`src/inc/pcfs_defs.vh`:
```
// constants of the port c/d/e pin function selector
// assumes a 32-bit classic wishbone bus with byte addresses
`ifndef PCFS_DEFS_VH
`define PCFS_DEFS_VH

// register byte offsets, one aligned word each
`define PCFS_OFS_PC_HIGH 8'h00
`define PCFS_OFS_PD_LOW 8'h04
`define PCFS_OFS_PD_HIGH 8'h08
`define PCFS_OFS_PE_LOW 8'h0c
`define PCFS_OFS_PE_HIGH 8'h10
`define PCFS_OFS_VARIANT 8'h14

// reset values of the selection registers
`define PCFS_RST_PC_HIGH 8'h00
`define PCFS_RST_PD_LOW 8'h00
`define PCFS_RST_PD_HIGH 8'h00
`define PCFS_RST_PE_LOW 8'h00
`define PCFS_RST_PE_HIGH 8'h00

// implemented bits of the upper port d register
`define PCFS_PD_HIGH_MASK 8'h3f

// field positions: pin n of a register sits at bits 2n+1:2n
`define PCFS_FLD0 1:0
`define PCFS_FLD1 3:2
`define PCFS_FLD2 5:4
`define PCFS_FLD3 7:6

// routed function codes
`define PCFS_FN_GPIO 3'h0
`define PCFS_FN_GPIO_TIN 3'h1
`define PCFS_FN_TOUCH 3'h2
`define PCFS_FN_LCD 3'h3
`define PCFS_FN_TOUT 3'h4
`define PCFS_FN_TOUT_INV 3'h5
`define PCFS_FN_XTAL 3'h6

// index meaning for timer functions
`define PCFS_TMR_STD 6'h00
`define PCFS_TMR_CT1 6'h01

// widths
`define PCFS_FN_W 3
`define PCFS_IX_W 6
`define PCFS_PINS 16

`endif

```
`src/core/pcfs_top.v`:
```
// pin function selector for upper port c, port d and port e
// assumes a classic wishbone master on clk_sys and a pad ring that
// routes each pin by the function and index codes driven here
`timescale 1ns/1ps
`default_nettype none
`include "pcfs_defs.vh"

module pcfs_top #(
  parameter VARIANT = 3 // 0..3 selects family variant a..d
) (
  input wire clk_sys,
  input wire reset_n,
  input wire wb_cyc_i,
  input wire wb_stb_i,
  input wire wb_we_i,
  input wire [7:0] wb_adr_i,
  input wire [3:0] wb_sel_i,
  input wire [31:0] wb_dat_i,
  output reg [31:0] wb_dat_o,
  output reg wb_ack_o,
  output wire [47:0] pinFunc,
  output wire [95:0] pinIndex
);

  // variant flags, fixed at build time
  localparam VA = (VARIANT == 0);
  localparam VB = (VARIANT == 1);
  localparam VCD = (VARIANT >= 2);
  localparam [1:0] VARIANT_CODE = VARIANT[1:0];

  // selection registers
  reg [7:0] pcHigh_r; // pc7..pc4 fields, pc7/pc6 only stored
  reg [7:0] pdLow_r; // pd3..pd0 fields
  reg [7:0] pdHigh_r; // pd6..pd4 fields, top two bits absent
  reg [7:0] peLow_r; // pe3..pe0 fields
  reg [7:0] peHigh_r; // pe7..pe4 fields, pe4 only stored

  // bus handshake terms
  wire busReq; // a new request this cycle
  wire busWr; // write to the low byte lane
  reg [31:0] rdData_nxt; // read mux result

  // one request per ack; the ack cycle itself is not a new request
  assign busReq = wb_cyc_i & wb_stb_i & ~wb_ack_o;
  // only lane 0 carries the 8-bit registers; other lanes ignored
  assign busWr = busReq & wb_we_i & wb_sel_i[0];

  // register writes; unmapped offsets take no effect
  always @(posedge clk_sys) begin
    if (!reset_n) begin
      pcHigh_r <= `PCFS_RST_PC_HIGH;
      pdLow_r <= `PCFS_RST_PD_LOW;
      pdHigh_r <= `PCFS_RST_PD_HIGH;
      peLow_r <= `PCFS_RST_PE_LOW;
      peHigh_r <= `PCFS_RST_PE_HIGH;
    end else if (busWr) begin
      if (wb_adr_i == `PCFS_OFS_PC_HIGH) begin
        // stored on every variant, even where it routes nothing
        pcHigh_r <= wb_dat_i[7:0];
      end else if (wb_adr_i == `PCFS_OFS_PD_LOW) begin
        pdLow_r <= wb_dat_i[7:0];
      end else if (wb_adr_i == `PCFS_OFS_PD_HIGH) begin
        // unimplemented top bits never take a write
        pdHigh_r <= wb_dat_i[7:0] & `PCFS_PD_HIGH_MASK;
      end else if (wb_adr_i == `PCFS_OFS_PE_LOW) begin
        peLow_r <= wb_dat_i[7:0];
      end else if (wb_adr_i == `PCFS_OFS_PE_HIGH) begin
        peHigh_r <= wb_dat_i[7:0];
      end
    end
  end

  // read mux; unmapped offsets read zero
  always @* begin
    rdData_nxt = 32'h0000_0000;
    if (wb_adr_i == `PCFS_OFS_PC_HIGH) begin
      rdData_nxt[7:0] = pcHigh_r;
    end else if (wb_adr_i == `PCFS_OFS_PD_LOW) begin
      rdData_nxt[7:0] = pdLow_r;
    end else if (wb_adr_i == `PCFS_OFS_PD_HIGH) begin
      // masked again so bits 7:6 can never read back set
      rdData_nxt[7:0] = pdHigh_r & `PCFS_PD_HIGH_MASK;
    end else if (wb_adr_i == `PCFS_OFS_PE_LOW) begin
      rdData_nxt[7:0] = peLow_r;
    end else if (wb_adr_i == `PCFS_OFS_PE_HIGH) begin
      rdData_nxt[7:0] = peHigh_r;
    end else if (wb_adr_i == `PCFS_OFS_VARIANT) begin
      // lets software learn which map is built in
      rdData_nxt[1:0] = VARIANT_CODE;
    end
  end

  // ack and read data, one cycle after the request
  always @(posedge clk_sys) begin
    if (!reset_n) begin
      wb_ack_o <= 1'b0;
      wb_dat_o <= 32'h0000_0000;
    end else begin
      wb_ack_o <= busReq;
      if (busReq & ~wb_we_i) begin
        wb_dat_o <= rdData_nxt;
      end
    end
  end

  // port c bit 4, dead on variant a
  pcfs_pin_decode #(
    .F0(`PCFS_FN_GPIO), .I0(6'd0), .F1(`PCFS_FN_GPIO), .I1(6'd0),
    .F2(VA ? `PCFS_FN_GPIO : `PCFS_FN_TOUCH), .I2(VA ? 6'd0 : 6'd9),
    .F3(VCD ? `PCFS_FN_LCD : `PCFS_FN_GPIO), .I3(VCD ? 6'd4 : 6'd0)
  ) uPc4 (
    .clk_sys(clk_sys), .reset_n(reset_n), .sel(pcHigh_r[`PCFS_FLD0]),
    .pinFunc_r(pinFunc[2:0]), .pinIndex_r(pinIndex[5:0])
  );

  // port c bit 5, dead on variant a
  pcfs_pin_decode #(
    .F0(`PCFS_FN_GPIO), .I0(6'd0), .F1(`PCFS_FN_GPIO), .I1(6'd0),
    .F2(VA ? `PCFS_FN_GPIO : `PCFS_FN_TOUCH), .I2(VA ? 6'd0 : 6'd10),
    .F3(VCD ? `PCFS_FN_LCD : `PCFS_FN_GPIO), .I3(VCD ? 6'd5 : 6'd0)
  ) uPc5 (
    .clk_sys(clk_sys), .reset_n(reset_n), .sel(pcHigh_r[`PCFS_FLD1]),
    .pinFunc_r(pinFunc[5:3]), .pinIndex_r(pinIndex[11:6])
  );

  // port d bit 0, dead on variant a
  pcfs_pin_decode #(
    .F0(`PCFS_FN_GPIO), .I0(6'd0), .F1(`PCFS_FN_GPIO), .I1(6'd0),
    .F2(VA ? `PCFS_FN_GPIO : `PCFS_FN_TOUCH), .I2(VA ? 6'd0 : 6'd13),
    .F3(VA ? `PCFS_FN_GPIO : `PCFS_FN_LCD), .I3(VCD ? 6'd8 : 6'd0)
  ) uPd0 (
    .clk_sys(clk_sys), .reset_n(reset_n), .sel(pdLow_r[`PCFS_FLD0]),
    .pinFunc_r(pinFunc[8:6]), .pinIndex_r(pinIndex[17:12])
  );

  // port d bit 1, dead on variant a
  pcfs_pin_decode #(
    .F0(`PCFS_FN_GPIO), .I0(6'd0), .F1(`PCFS_FN_GPIO), .I1(6'd0),
    .F2(VA ? `PCFS_FN_GPIO : `PCFS_FN_TOUCH), .I2(VA ? 6'd0 : 6'd14),
    .F3(VA ? `PCFS_FN_GPIO : `PCFS_FN_LCD), .I3(VCD ? 6'd9 : (VB ? 6'd1 : 6'd0))
  ) uPd1 (
    .clk_sys(clk_sys), .reset_n(reset_n), .sel(pdLow_r[`PCFS_FLD1]),
    .pinFunc_r(pinFunc[11:9]), .pinIndex_r(pinIndex[23:18])
  );

  // port d bit 2, dead on variant a
  pcfs_pin_decode #(
    .F0(`PCFS_FN_GPIO), .I0(6'd0), .F1(`PCFS_FN_GPIO), .I1(6'd0),
    .F2(VA ? `PCFS_FN_GPIO : `PCFS_FN_TOUCH), .I2(VA ? 6'd0 : 6'd15),
    .F3(VA ? `PCFS_FN_GPIO : `PCFS_FN_LCD), .I3(VCD ? 6'd10 : (VB ? 6'd2 : 6'd0))
  ) uPd2 (
    .clk_sys(clk_sys), .reset_n(reset_n), .sel(pdLow_r[`PCFS_FLD2]),
    .pinFunc_r(pinFunc[14:12]), .pinIndex_r(pinIndex[29:24])
  );

  // port d bit 3, dead on variant a
  pcfs_pin_decode #(
    .F0(`PCFS_FN_GPIO), .I0(6'd0), .F1(`PCFS_FN_GPIO), .I1(6'd0),
    .F2(VA ? `PCFS_FN_GPIO : `PCFS_FN_TOUCH), .I2(VA ? 6'd0 : 6'd16),
    .F3(VA ? `PCFS_FN_GPIO : `PCFS_FN_LCD), .I3(VCD ? 6'd11 : (VB ? 6'd3 : 6'd0))
  ) uPd3 (
    .clk_sys(clk_sys), .reset_n(reset_n), .sel(pdLow_r[`PCFS_FLD3]),
    .pinFunc_r(pinFunc[17:15]), .pinIndex_r(pinIndex[35:30])
  );

  // port d bit 4
  pcfs_pin_decode #(
    .F0(`PCFS_FN_GPIO), .I0(6'd0), .F1(`PCFS_FN_GPIO), .I1(6'd0),
    .F2(`PCFS_FN_TOUCH), .I2(VA ? 6'd9 : 6'd17),
    .F3(`PCFS_FN_LCD), .I3(VCD ? 6'd12 : 6'd4)
  ) uPd4 (
    .clk_sys(clk_sys), .reset_n(reset_n), .sel(pdHigh_r[`PCFS_FLD0]),
    .pinFunc_r(pinFunc[20:18]), .pinIndex_r(pinIndex[41:36])
  );

  // port d bit 5
  pcfs_pin_decode #(
    .F0(`PCFS_FN_GPIO), .I0(6'd0), .F1(`PCFS_FN_GPIO), .I1(6'd0),
    .F2(`PCFS_FN_TOUCH), .I2(VA ? 6'd10 : 6'd18),
    .F3(`PCFS_FN_LCD), .I3(VCD ? 6'd13 : 6'd5)
  ) uPd5 (
    .clk_sys(clk_sys), .reset_n(reset_n), .sel(pdHigh_r[`PCFS_FLD1]),
    .pinFunc_r(pinFunc[23:21]), .pinIndex_r(pinIndex[47:42])
  );

  // port d bit 6
  pcfs_pin_decode #(
    .F0(`PCFS_FN_GPIO), .I0(6'd0), .F1(`PCFS_FN_GPIO), .I1(6'd0),
    .F2(`PCFS_FN_TOUCH), .I2(VA ? 6'd11 : 6'd19),
    .F3(`PCFS_FN_LCD), .I3(VCD ? 6'd14 : 6'd6)
  ) uPd6 (
    .clk_sys(clk_sys), .reset_n(reset_n), .sel(pdHigh_r[`PCFS_FLD2]),
    .pinFunc_r(pinFunc[26:24]), .pinIndex_r(pinIndex[53:48])
  );

  // port e bit 0, plain gpio on code 10 for a and b
  pcfs_pin_decode #(
    .F0(`PCFS_FN_GPIO), .I0(6'd0), .F1(`PCFS_FN_GPIO), .I1(6'd0),
    .F2(VCD ? `PCFS_FN_TOUCH : `PCFS_FN_GPIO), .I2(VCD ? 6'd21 : 6'd0),
    .F3(`PCFS_FN_LCD), .I3(VA ? 6'd12 : (VB ? 6'd8 : 6'd16))
  ) uPe0 (
    .clk_sys(clk_sys), .reset_n(reset_n), .sel(peLow_r[`PCFS_FLD0]),
    .pinFunc_r(pinFunc[29:27]), .pinIndex_r(pinIndex[59:54])
  );

  // port e bit 1, crystal pin one on a and b
  pcfs_pin_decode #(
    .F0(`PCFS_FN_GPIO), .I0(6'd0), .F1(`PCFS_FN_GPIO), .I1(6'd0),
    .F2(VCD ? `PCFS_FN_TOUCH : `PCFS_FN_XTAL), .I2(VCD ? 6'd22 : 6'd1),
    .F3(`PCFS_FN_LCD), .I3(VA ? 6'd13 : (VB ? 6'd9 : 6'd17))
  ) uPe1 (
    .clk_sys(clk_sys), .reset_n(reset_n), .sel(peLow_r[`PCFS_FLD1]),
    .pinFunc_r(pinFunc[32:30]), .pinIndex_r(pinIndex[65:60])
  );

  // port e bit 2, capture input or timer out; crystal two on a/b
  pcfs_pin_decode #(
    .F0(`PCFS_FN_GPIO_TIN), .I0(`PCFS_TMR_STD),
    .F1(`PCFS_FN_TOUT), .I1(`PCFS_TMR_STD),
    .F2(VCD ? `PCFS_FN_TOUCH : `PCFS_FN_XTAL), .I2(VCD ? 6'd23 : 6'd2),
    .F3(`PCFS_FN_LCD), .I3(VA ? 6'd14 : (VB ? 6'd10 : 6'd18))
  ) uPe2 (
    .clk_sys(clk_sys), .reset_n(reset_n), .sel(peLow_r[`PCFS_FLD2]),
    .pinFunc_r(pinFunc[35:33]), .pinIndex_r(pinIndex[71:66])
  );

  // port e bit 3, capture input or inverted timer out
  pcfs_pin_decode #(
    .F0(`PCFS_FN_GPIO_TIN), .I0(`PCFS_TMR_STD),
    .F1(`PCFS_FN_TOUT_INV), .I1(`PCFS_TMR_STD),
    .F2(VCD ? `PCFS_FN_TOUCH : `PCFS_FN_GPIO_TIN), .I2(VCD ? 6'd24 : `PCFS_TMR_STD),
    .F3(`PCFS_FN_LCD), .I3(VA ? 6'd15 : (VB ? 6'd11 : 6'd19))
  ) uPe3 (
    .clk_sys(clk_sys), .reset_n(reset_n), .sel(peLow_r[`PCFS_FLD3]),
    .pinFunc_r(pinFunc[38:36]), .pinIndex_r(pinIndex[77:72])
  );

  // port e bit 5, compact timer clock input shares the gpio
  pcfs_pin_decode #(
    .F0(`PCFS_FN_GPIO_TIN), .I0(`PCFS_TMR_CT1),
    .F1(`PCFS_FN_GPIO_TIN), .I1(`PCFS_TMR_CT1),
    .F2(VB ? `PCFS_FN_GPIO_TIN : `PCFS_FN_TOUCH),
    .I2(VA ? 6'd14 : (VB ? `PCFS_TMR_CT1 : 6'd26)),
    .F3(`PCFS_FN_LCD), .I3(VA ? 6'd9 : (VB ? 6'd13 : 6'd21))
  ) uPe5 (
    .clk_sys(clk_sys), .reset_n(reset_n), .sel(peHigh_r[`PCFS_FLD1]),
    .pinFunc_r(pinFunc[41:39]), .pinIndex_r(pinIndex[83:78])
  );

  // port e bit 6, compact timer output
  pcfs_pin_decode #(
    .F0(`PCFS_FN_GPIO), .I0(6'd0),
    .F1(`PCFS_FN_TOUT), .I1(`PCFS_TMR_CT1),
    .F2(VB ? `PCFS_FN_GPIO : `PCFS_FN_TOUCH), .I2(VA ? 6'd15 : (VB ? 6'd0 : 6'd27)),
    .F3(`PCFS_FN_LCD), .I3(VA ? 6'd10 : (VB ? 6'd14 : 6'd22))
  ) uPe6 (
    .clk_sys(clk_sys), .reset_n(reset_n), .sel(peHigh_r[`PCFS_FLD2]),
    .pinFunc_r(pinFunc[44:42]), .pinIndex_r(pinIndex[89:84])
  );

  // port e bit 7, compact timer inverted output
  pcfs_pin_decode #(
    .F0(`PCFS_FN_GPIO), .I0(6'd0),
    .F1(`PCFS_FN_TOUT_INV), .I1(`PCFS_TMR_CT1),
    .F2(VB ? `PCFS_FN_GPIO : `PCFS_FN_TOUCH), .I2(VA ? 6'd16 : (VB ? 6'd0 : 6'd28)),
    .F3(`PCFS_FN_LCD), .I3(VA ? 6'd11 : (VB ? 6'd15 : 6'd23))
  ) uPe7 (
    .clk_sys(clk_sys), .reset_n(reset_n), .sel(peHigh_r[`PCFS_FLD3]),
    .pinFunc_r(pinFunc[47:45]), .pinIndex_r(pinIndex[95:90])
  );

endmodule
`default_nettype wire

```
`src/core/pcfs_pin_decode.v`:
```
// one pin's selection field decoder, with a registered result
// assumes the four code meanings are fixed at build time by the parent
`timescale 1ns/1ps
`default_nettype none
`include "pcfs_defs.vh"

module pcfs_pin_decode #(
  parameter [2:0] F0 = 3'h0, // function for code 00
  parameter [5:0] I0 = 6'h00,
  parameter [2:0] F1 = 3'h0, // function for code 01
  parameter [5:0] I1 = 6'h00,
  parameter [2:0] F2 = 3'h0, // function for code 10
  parameter [5:0] I2 = 6'h00,
  parameter [2:0] F3 = 3'h0, // function for code 11
  parameter [5:0] I3 = 6'h00
) (
  input wire clk_sys,
  input wire reset_n,
  input wire [1:0] sel,
  output reg [2:0] pinFunc_r,
  output reg [5:0] pinIndex_r
);

  reg [2:0] pinFunc_nxt; // decoded function
  reg [5:0] pinIndex_nxt; // decoded line number

  // code to function table
  always @* begin
    case (sel)
      2'b00: begin
        pinFunc_nxt = F0;
        pinIndex_nxt = I0;
      end
      2'b01: begin
        pinFunc_nxt = F1;
        pinIndex_nxt = I1;
      end
      2'b10: begin
        pinFunc_nxt = F2;
        pinIndex_nxt = I2;
      end
      default: begin
        pinFunc_nxt = F3;
        pinIndex_nxt = I3;
      end
    endcase
  end

  // registered so the pad mux never sees a decode glitch
  always @(posedge clk_sys) begin
    if (!reset_n) begin
      // reset shows the code 00 meaning, so the pin does not move when reset ends
      pinFunc_r <= F0;
      pinIndex_r <= I0;
    end else begin
      pinFunc_r <= pinFunc_nxt;
      pinIndex_r <= pinIndex_nxt;
    end
  end

endmodule
`default_nettype wire

```
`config.mk`:
```
export PLATFORM = sky130hd
export DESIGN_NAME = pcfs_top
export DESIGN_NICKNAME = d
export VERILOG_FILES = /design/src/core/pcfs_top.v /design/src/core/pcfs_pin_decode.v
export VERILOG_INCLUDE_DIRS = /design/src /design/src/inc
export SDC_FILE = /design/constraint.sdc
export NUM_CORES = 1
export LEC_CHECK = 0
export BUFFER_PORTS_ARGS = -buffer_cell sky130_fd_sc_hd__buf_2
export CORE_UTILIZATION = 46
export CTS_CLUSTER_DIAMETER = 30
export DETAILED_ROUTE_END_ITERATION = 10
export GPL_ROUTABILITY_DRIVEN = 0
export PLACE_DENSITY_LB_ADDON = 0.05
export SYNTH_ARGS = -nofsm -noshare
export SYNTH_HDL_FRONTEND = slang
export SYNTH_HIERARCHICAL = 1
export SYNTH_SLANG_ARGS = --single-unit
```
`constraint.sdc`:
```
create_clock -name clk_sys -period 2.35 [get_ports clk_sys]
set_clock_uncertainty 0.15 [all_clocks]
set_input_delay 0.235 -clock clk_sys [delete_from_list [all_inputs] [get_ports clk_sys]]
set_output_delay 0.235 -clock clk_sys [all_outputs]
set_load 0.02 [all_outputs]
```
==> flow_summary.toml, run 1 <==
[sta]
tightest_slew_ps = 566
slew_headroom_pct = 62.2
setup_slack_ps = 409
fmax_ghz = 0.515
rsz0062_at_grt = "no"
min_period_ps = 1940
finalSetupTns_ps = 0
slew_violations = 0
min_period_over_period_pct = 82.6
setup-violations-final = 0
finalHoldViolations = 0

[synth]
async_flop_share_pct = 0
synth_area_per_cell_um2 = 9.69
synth_area_leader_cell = "dfxtp_1"
synth_top_cell_area_share_pct = 44.3
synth_area_leaders = "dfxtp_1, buf_4, mux2i_1"
netlist_instances = 480
syn-cell-area_mm2 = 0.00465
synth_edf_count = 0
yosysSeqAreaShare_pct = 44.3
synth.distinct_cells = 46
ys.flop_type = "dfxtp_1"
yosysWarnings = 6
ys_seq_elements = 103

[power]
ir_drop_mv = 0.307
p_comb_share_pct = 7.2
clkPwrFrac_pct = 37.4
p_total_mw = 3.15
power_per_cell_area_mw_per_mm2 = 617
switchingPower_uw = 766
swShare_pct = 24.3
p_leak_nw = 2.70
intPower_mw = 2.39
p_seq_share_pct = 55.4

[route]
via_count = 3190
viasPerCell = 4.54
wl_per_cell_um = 13.1
drtPass1Iterations = 4
drt_iter0_markers = 81
drtAntennaViolNets = 0
drc = 0
totalWireLength_um = 9170

[clock_tree]
cts_tree = "built"
clkTransAtPathRegs_ps = 90
htreeDepth = 3
ctsResizeCount = 0
cts_sinks = 103
cts_root_buffer = "clkbuf_8"
clock_latency_ps = 360
cts_buffer_depth = 2
cts_buffers = 9

[final_layout]
layout_common_cells = "buf_2, dfxtp_1, conb_1, nand2_1, mux2i_1"
diodes = 0
finalNonFillerCells = 702
drive_gt1_share_pct = 31.3
num-nets-final = 620
fin_util_pct = 52.3
syn2layout_area_growth_pct = 9.84
layout_commonest_cell = "buf_2"

[worst_hold_path]
min_path_cells = 3
hold_class = "in -> reg"
holdPathEnd = "pdHigh_r[3]"
worstHoldStart = "wb_dat_i[3]"

[placed_design]
port_buffers = 132
place_inst = 685
dp_hpwl_um = 6930
dp_worst_setup_slack_ps = 161

[floorplan]
fp.dieW_um = 103
io-pin-count = 226
num_rows = 36
core_area_mm2 = 0.00977
dieArea_mm2 = 0.0105
die_h_um = 103
start_util_pct = 47.6

[global_route]
antenna_found_initial = 0
grt_pass1_vias = 2763
grt_max_degree = 64
grt_remaining_overflow = 0
gr-usage-all-layers_pct = 17.7
grt_pass1_wl_um = 13800

[worst_setup_path]
critPathArrivalTime_ps = 2070
path_buf_inv = 0
reg2reg_to = "wb_dat_o[3]"
cp.required_ps = 2480
r2r_start = "peLow_r[3]"
crit_family = "simple AND/OR/NAND/NOR gates"
path_cells = "or4b_2 -> nor4_1 -> o22ai_1 -> o31ai_1"
slowest_delay_ps = 610
worstSetupEndpointType = "flip-flop"
worstSetupStartpointType = "flip-flop"
rr_worst_depth = 4
reg2reg_slack_ps = 410
cp_max_fo = 5
crit_slowest_cell = "or4b_2"
crit_type = "reg -> reg"

[flow_run]
max-cap-violations = 0

[outcome]
status = "complete, no violations"
-- routing by layer --
metal	track usage (%)	vias up	wire, um
met3	4.41	12	488
met2	29.8	115	4400
li1	-	1585	-
met5	0	-	0
met1	21.6	1478	4080
met4	7.14	0	205
-- cell families (layout without fill, tap and decap cells) --
| group | after synthesis | after routing | share of synthesized area (%) |
|---|---|---|---|
| and+or+nand+nor | 147 | 147 | 18.7 |
| buffers and inverters | 130 | 170 | 19.7 |
| DFF | 103 | 103 | 44.3 |
| muxes | 43 | 43 | 9.52 |
| AOI/OAI and AO/OA | 34 | 34 | 4.81 |
| other | 17 | 66 | 1.37 |
| adders and majority gates | 6 | 6 | 1.61 |
-- worst max path at each step --
stage                     cells after the start        start          end  slack (ps)
final                                         4   peLow_r[3]  wb_dat_o[3]         410
after global routing                          4   peLow_r[3]  wb_dat_o[3]         300
after CTS                                     4   peLow_r[3]  wb_dat_o[3]         370
after detailed placement                      5  wb_adr_i[1]   peLow_r[4]         160
after global placement                        5  wb_adr_i[1]   peLow_r[5]         200
after floorplan                               5  wb_adr_i[1]  pcHigh_r[4]         350
-- cell type report --
class,count,area (um2)
multi-input combinational,296,1860
timing repair buffer,149,793
tap,133,166
inverter,6,22.5
sequential,103,2060
clock buffer,10,128
fill,957,4660
clock inverter,5,81.3
-- what timing repair did --
item	4_1_cts	5_1_grt
hold endpoints to repair	2	0
hold buffers	2	0
buffers inserted	0	0
-- power by group through the flow --
stage          Combinational, mW  Clock, mW  Sequential (mW)
2_1_floorplan              0.238          0             1.79
3_3_place_gp               0.221          0             1.79
3_5_place_dp               0.223          0             1.79
4_1_cts                    0.226       1.22             1.75
5_1_grt                    0.246       1.29             1.75
6_report                   0.227       1.18             1.75
-- sequential cells by signal, indices dropped and copies added, names as in the netlist, 4 cells and up --
name / count
pcHigh_r: 8
peHigh_r: 8
pdHigh_r: 6
uPe5/pinIndex_r: 4
wb_dat_o: 8
peLow_r: 8
pdLow_r: 8
-- synthesized netlist by cell type, drive strengths merged (3+ instances only) --
cell type and count:
a21oi 5, a22oi 4, a31oi 3, and2 21, and3 15, and3b 16
buf 116, clkbuf 8, conb 17, dfxtp 103, ha 6, inv 6
mux2i 42, nand2 43, nand3 7, nand3b 4, nor2 21, nor4 5
o21ai 8, o22a 3, o31ai 4
-- stage by stage --
stage | hold WS, ps | cell area, um2
2_1_floorplan | 158 | 4840
3_3_place_gp | 286 | 4880
3_5_place_dp | 290 | 4880
4_1_cts | 2.58 | 5110
5_1_grt | 21.8 | 5110
6_report | 15.6 | 5110
-- tightest hold or removal path: cells and delay by family --
family                 cells  cell delay (ps)
buffers and inverters      1              110
AND/OR/NAND/NOR            1               80
multiplexers               1               70
No activity file was read; power rests on OpenSTA's default activity.
==> run 2: changes to the inputs <==
--- a/config.mk
+++ b/config.mk
@@ -7,7 +7,7 @@
 export NUM_CORES = 1
 export LEC_CHECK = 0
 export BUFFER_PORTS_ARGS = -buffer_cell sky130_fd_sc_hd__buf_2
-export CORE_UTILIZATION = 46
+export CORE_UTILIZATION = 42
 export CTS_CLUSTER_DIAMETER = 30
 export DETAILED_ROUTE_END_ITERATION = 10
 export GPL_ROUTABILITY_DRIVEN = 0
==> constraint.sdc (replaced) <==
create_clock -name clk_sys -period 1.72 [get_ports clk_sys]
set_clock_uncertainty 0.15 [all_clocks]
set_input_delay 0.172 -clock clk_sys [delete_from_list [all_inputs] [get_ports clk_sys]]
set_output_delay 0.172 -clock clk_sys [all_outputs]
set_load 0.02 [all_outputs]
==> flow_summary.toml, run 2 (synthesized netlist as in run 1, its figures left out) <==
[route]
viasPerCell = 4.49
via_count = 3303
drc = 0
wl_per_cell_um = 13.3
drtPass1Iterations = 4
drtAntennaViolNets = 0
drt_iter0_markers = 97
totalWireLength_um = 9740

[sta]
min_period_ps = 1680
finalHoldViolations = 0
min_period_over_period_pct = 97.9
finalSetupTns_ps = 0
slew_violations = 0
fmax_ghz = 0.594
hold_slack_ps = 61.0
setup_slack_ps = 35.5
setup-violations-final = 0
rsz0062_at_grt = "yes"

[final_layout]
finalNonFillerCells = 735
layout_common_cells = "buf_2, dfxtp_1, conb_1, nand2_1, mux2i_1"
drive_gt1_share_pct = 33.9
num-nets-final = 646
diodes = 0
syn2layout_area_growth_pct = 15.5
layout_commonest_cell = "buf_2"

[floorplan]
num_rows = 38
die_h_um = 107
fp.dieW_um = 107
core_area_mm2 = 0.0108
io-pin-count = 226
start_util_pct = 43.1
dieArea_mm2 = 0.0115

[worst_setup_path]
worstSetupEndpointType = "flip-flop"
crit_slowest_cell = "dfxtp_2"
slowest_delay_ps = 330
path_cells = "nand3b_1 -> nor4_2 -> buf_4 -> nand3_4 -> buf_6 -> mux2i_4"
path_buf_inv = 2
cp_max_fo = 4
worstSetupStartpointType = "flip-flop"
cp.required_ps = 1830
critPathArrivalTime_ps = 1790
crit_type = "reg -> reg"
crit_family = "simple AND/OR/NAND/NOR gates"

[power]
p_leak_nw = 2.83
p_total_mw = 4.38
ir_drop_mv = 0.337
power_per_cell_area_mw_per_mm2 = 815

[global_route]
grt_pass1_vias = 2871
grt_remaining_overflow = 0
gr-usage-all-layers_pct = 17.0
antenna_found_initial = 0
grt_pass1_wl_um = 14700
grt_max_degree = 45

[clock_tree]
clock_latency_ps = 370
cts_buffer_depth = 2
cts_tree = "built"
cts_sinks = 103
clkTransAtPathRegs_ps = 90
cts_buffers = 9
cts_root_buffer = "clkbuf_8"
htreeDepth = 3

[worst_hold_path]
hold_class = "in -> reg"

[placed_design]
port_buffers = 132
dp_worst_setup_slack_ps = -327
place_inst = 709
dp_hpwl_um = 7420

[flow_run]
max-cap-violations = 0

[outcome]
status = "complete, no violations"
## run 2: what timing repair did
| item | in CTS | in global routing |
|---|---|---|
| setup buffers | 1 | 2 |
| pin swaps | 3 | 2 |
| hold buffers | 8 | 0 |
| hold endpoints to repair | 20 | 0 |
| resized for setup | 5 | 4 |
| setup endpoints to repair | 14 | 26 |
## run 2: metrics by stage
stage	instance area, um2	utilization, %
after CTS	5340	49.5
after global placement	5020	46.5
final	5370	49.8
after detailed placement	5020	46.5
after global routing	5370	49.8
after floorplan	4840	-
## run 2: path summary, 6_finish.rpt
path          startpoint          end  slack, ps  depth (start not counted)
max             wb_ack_o   peLow_r[3]         40                          6
min              reset_n  peHigh_r[2]         60                          3
max reg2reg     wb_ack_o   peLow_r[3]         40                          6
min reg2reg  peHigh_r[0]  peHigh_r[0]        320                          2
## run 2: area by class of cell
| class | instances | area [um2] |
|---|---|---|
| clock buffer | 10 | 128 |
| clock inverter | 5 | 82.6 |
| fill | 1041 | 5420 |
| inverter | 6 | 22.5 |
| multi-input combinational | 296 | 1890 |
| sequential | 103 | 2060 |
| tap | 140 | 175 |
| timing repair buffer | 175 | 1010 |
## run 2: metal layers
layer	GRT usage [%]	vias to the layer above	routed length (um)
met1	20.8	1548	4350
met4	5.87	0	129
met3	3.45	12	476
met5	0	-	0
li1	-	1636	-
met2	29.4	107	4780
## run 2: worst min-delay path, stage by stage
cell and delay (ps):
buf_2 200, nand2_1 100, mux2i_1 60
## run 2: where the power goes
group / internal (mW) / switching (mW) / leakage, nW / total, mW
Combinational: 0.0894 / 0.264 / 1.89 / 0.353
Clock: 0.818 / 0.821 / 0.107 / 1.64
Sequential: 2.39 / 0.00193 / 0.830 / 2.39
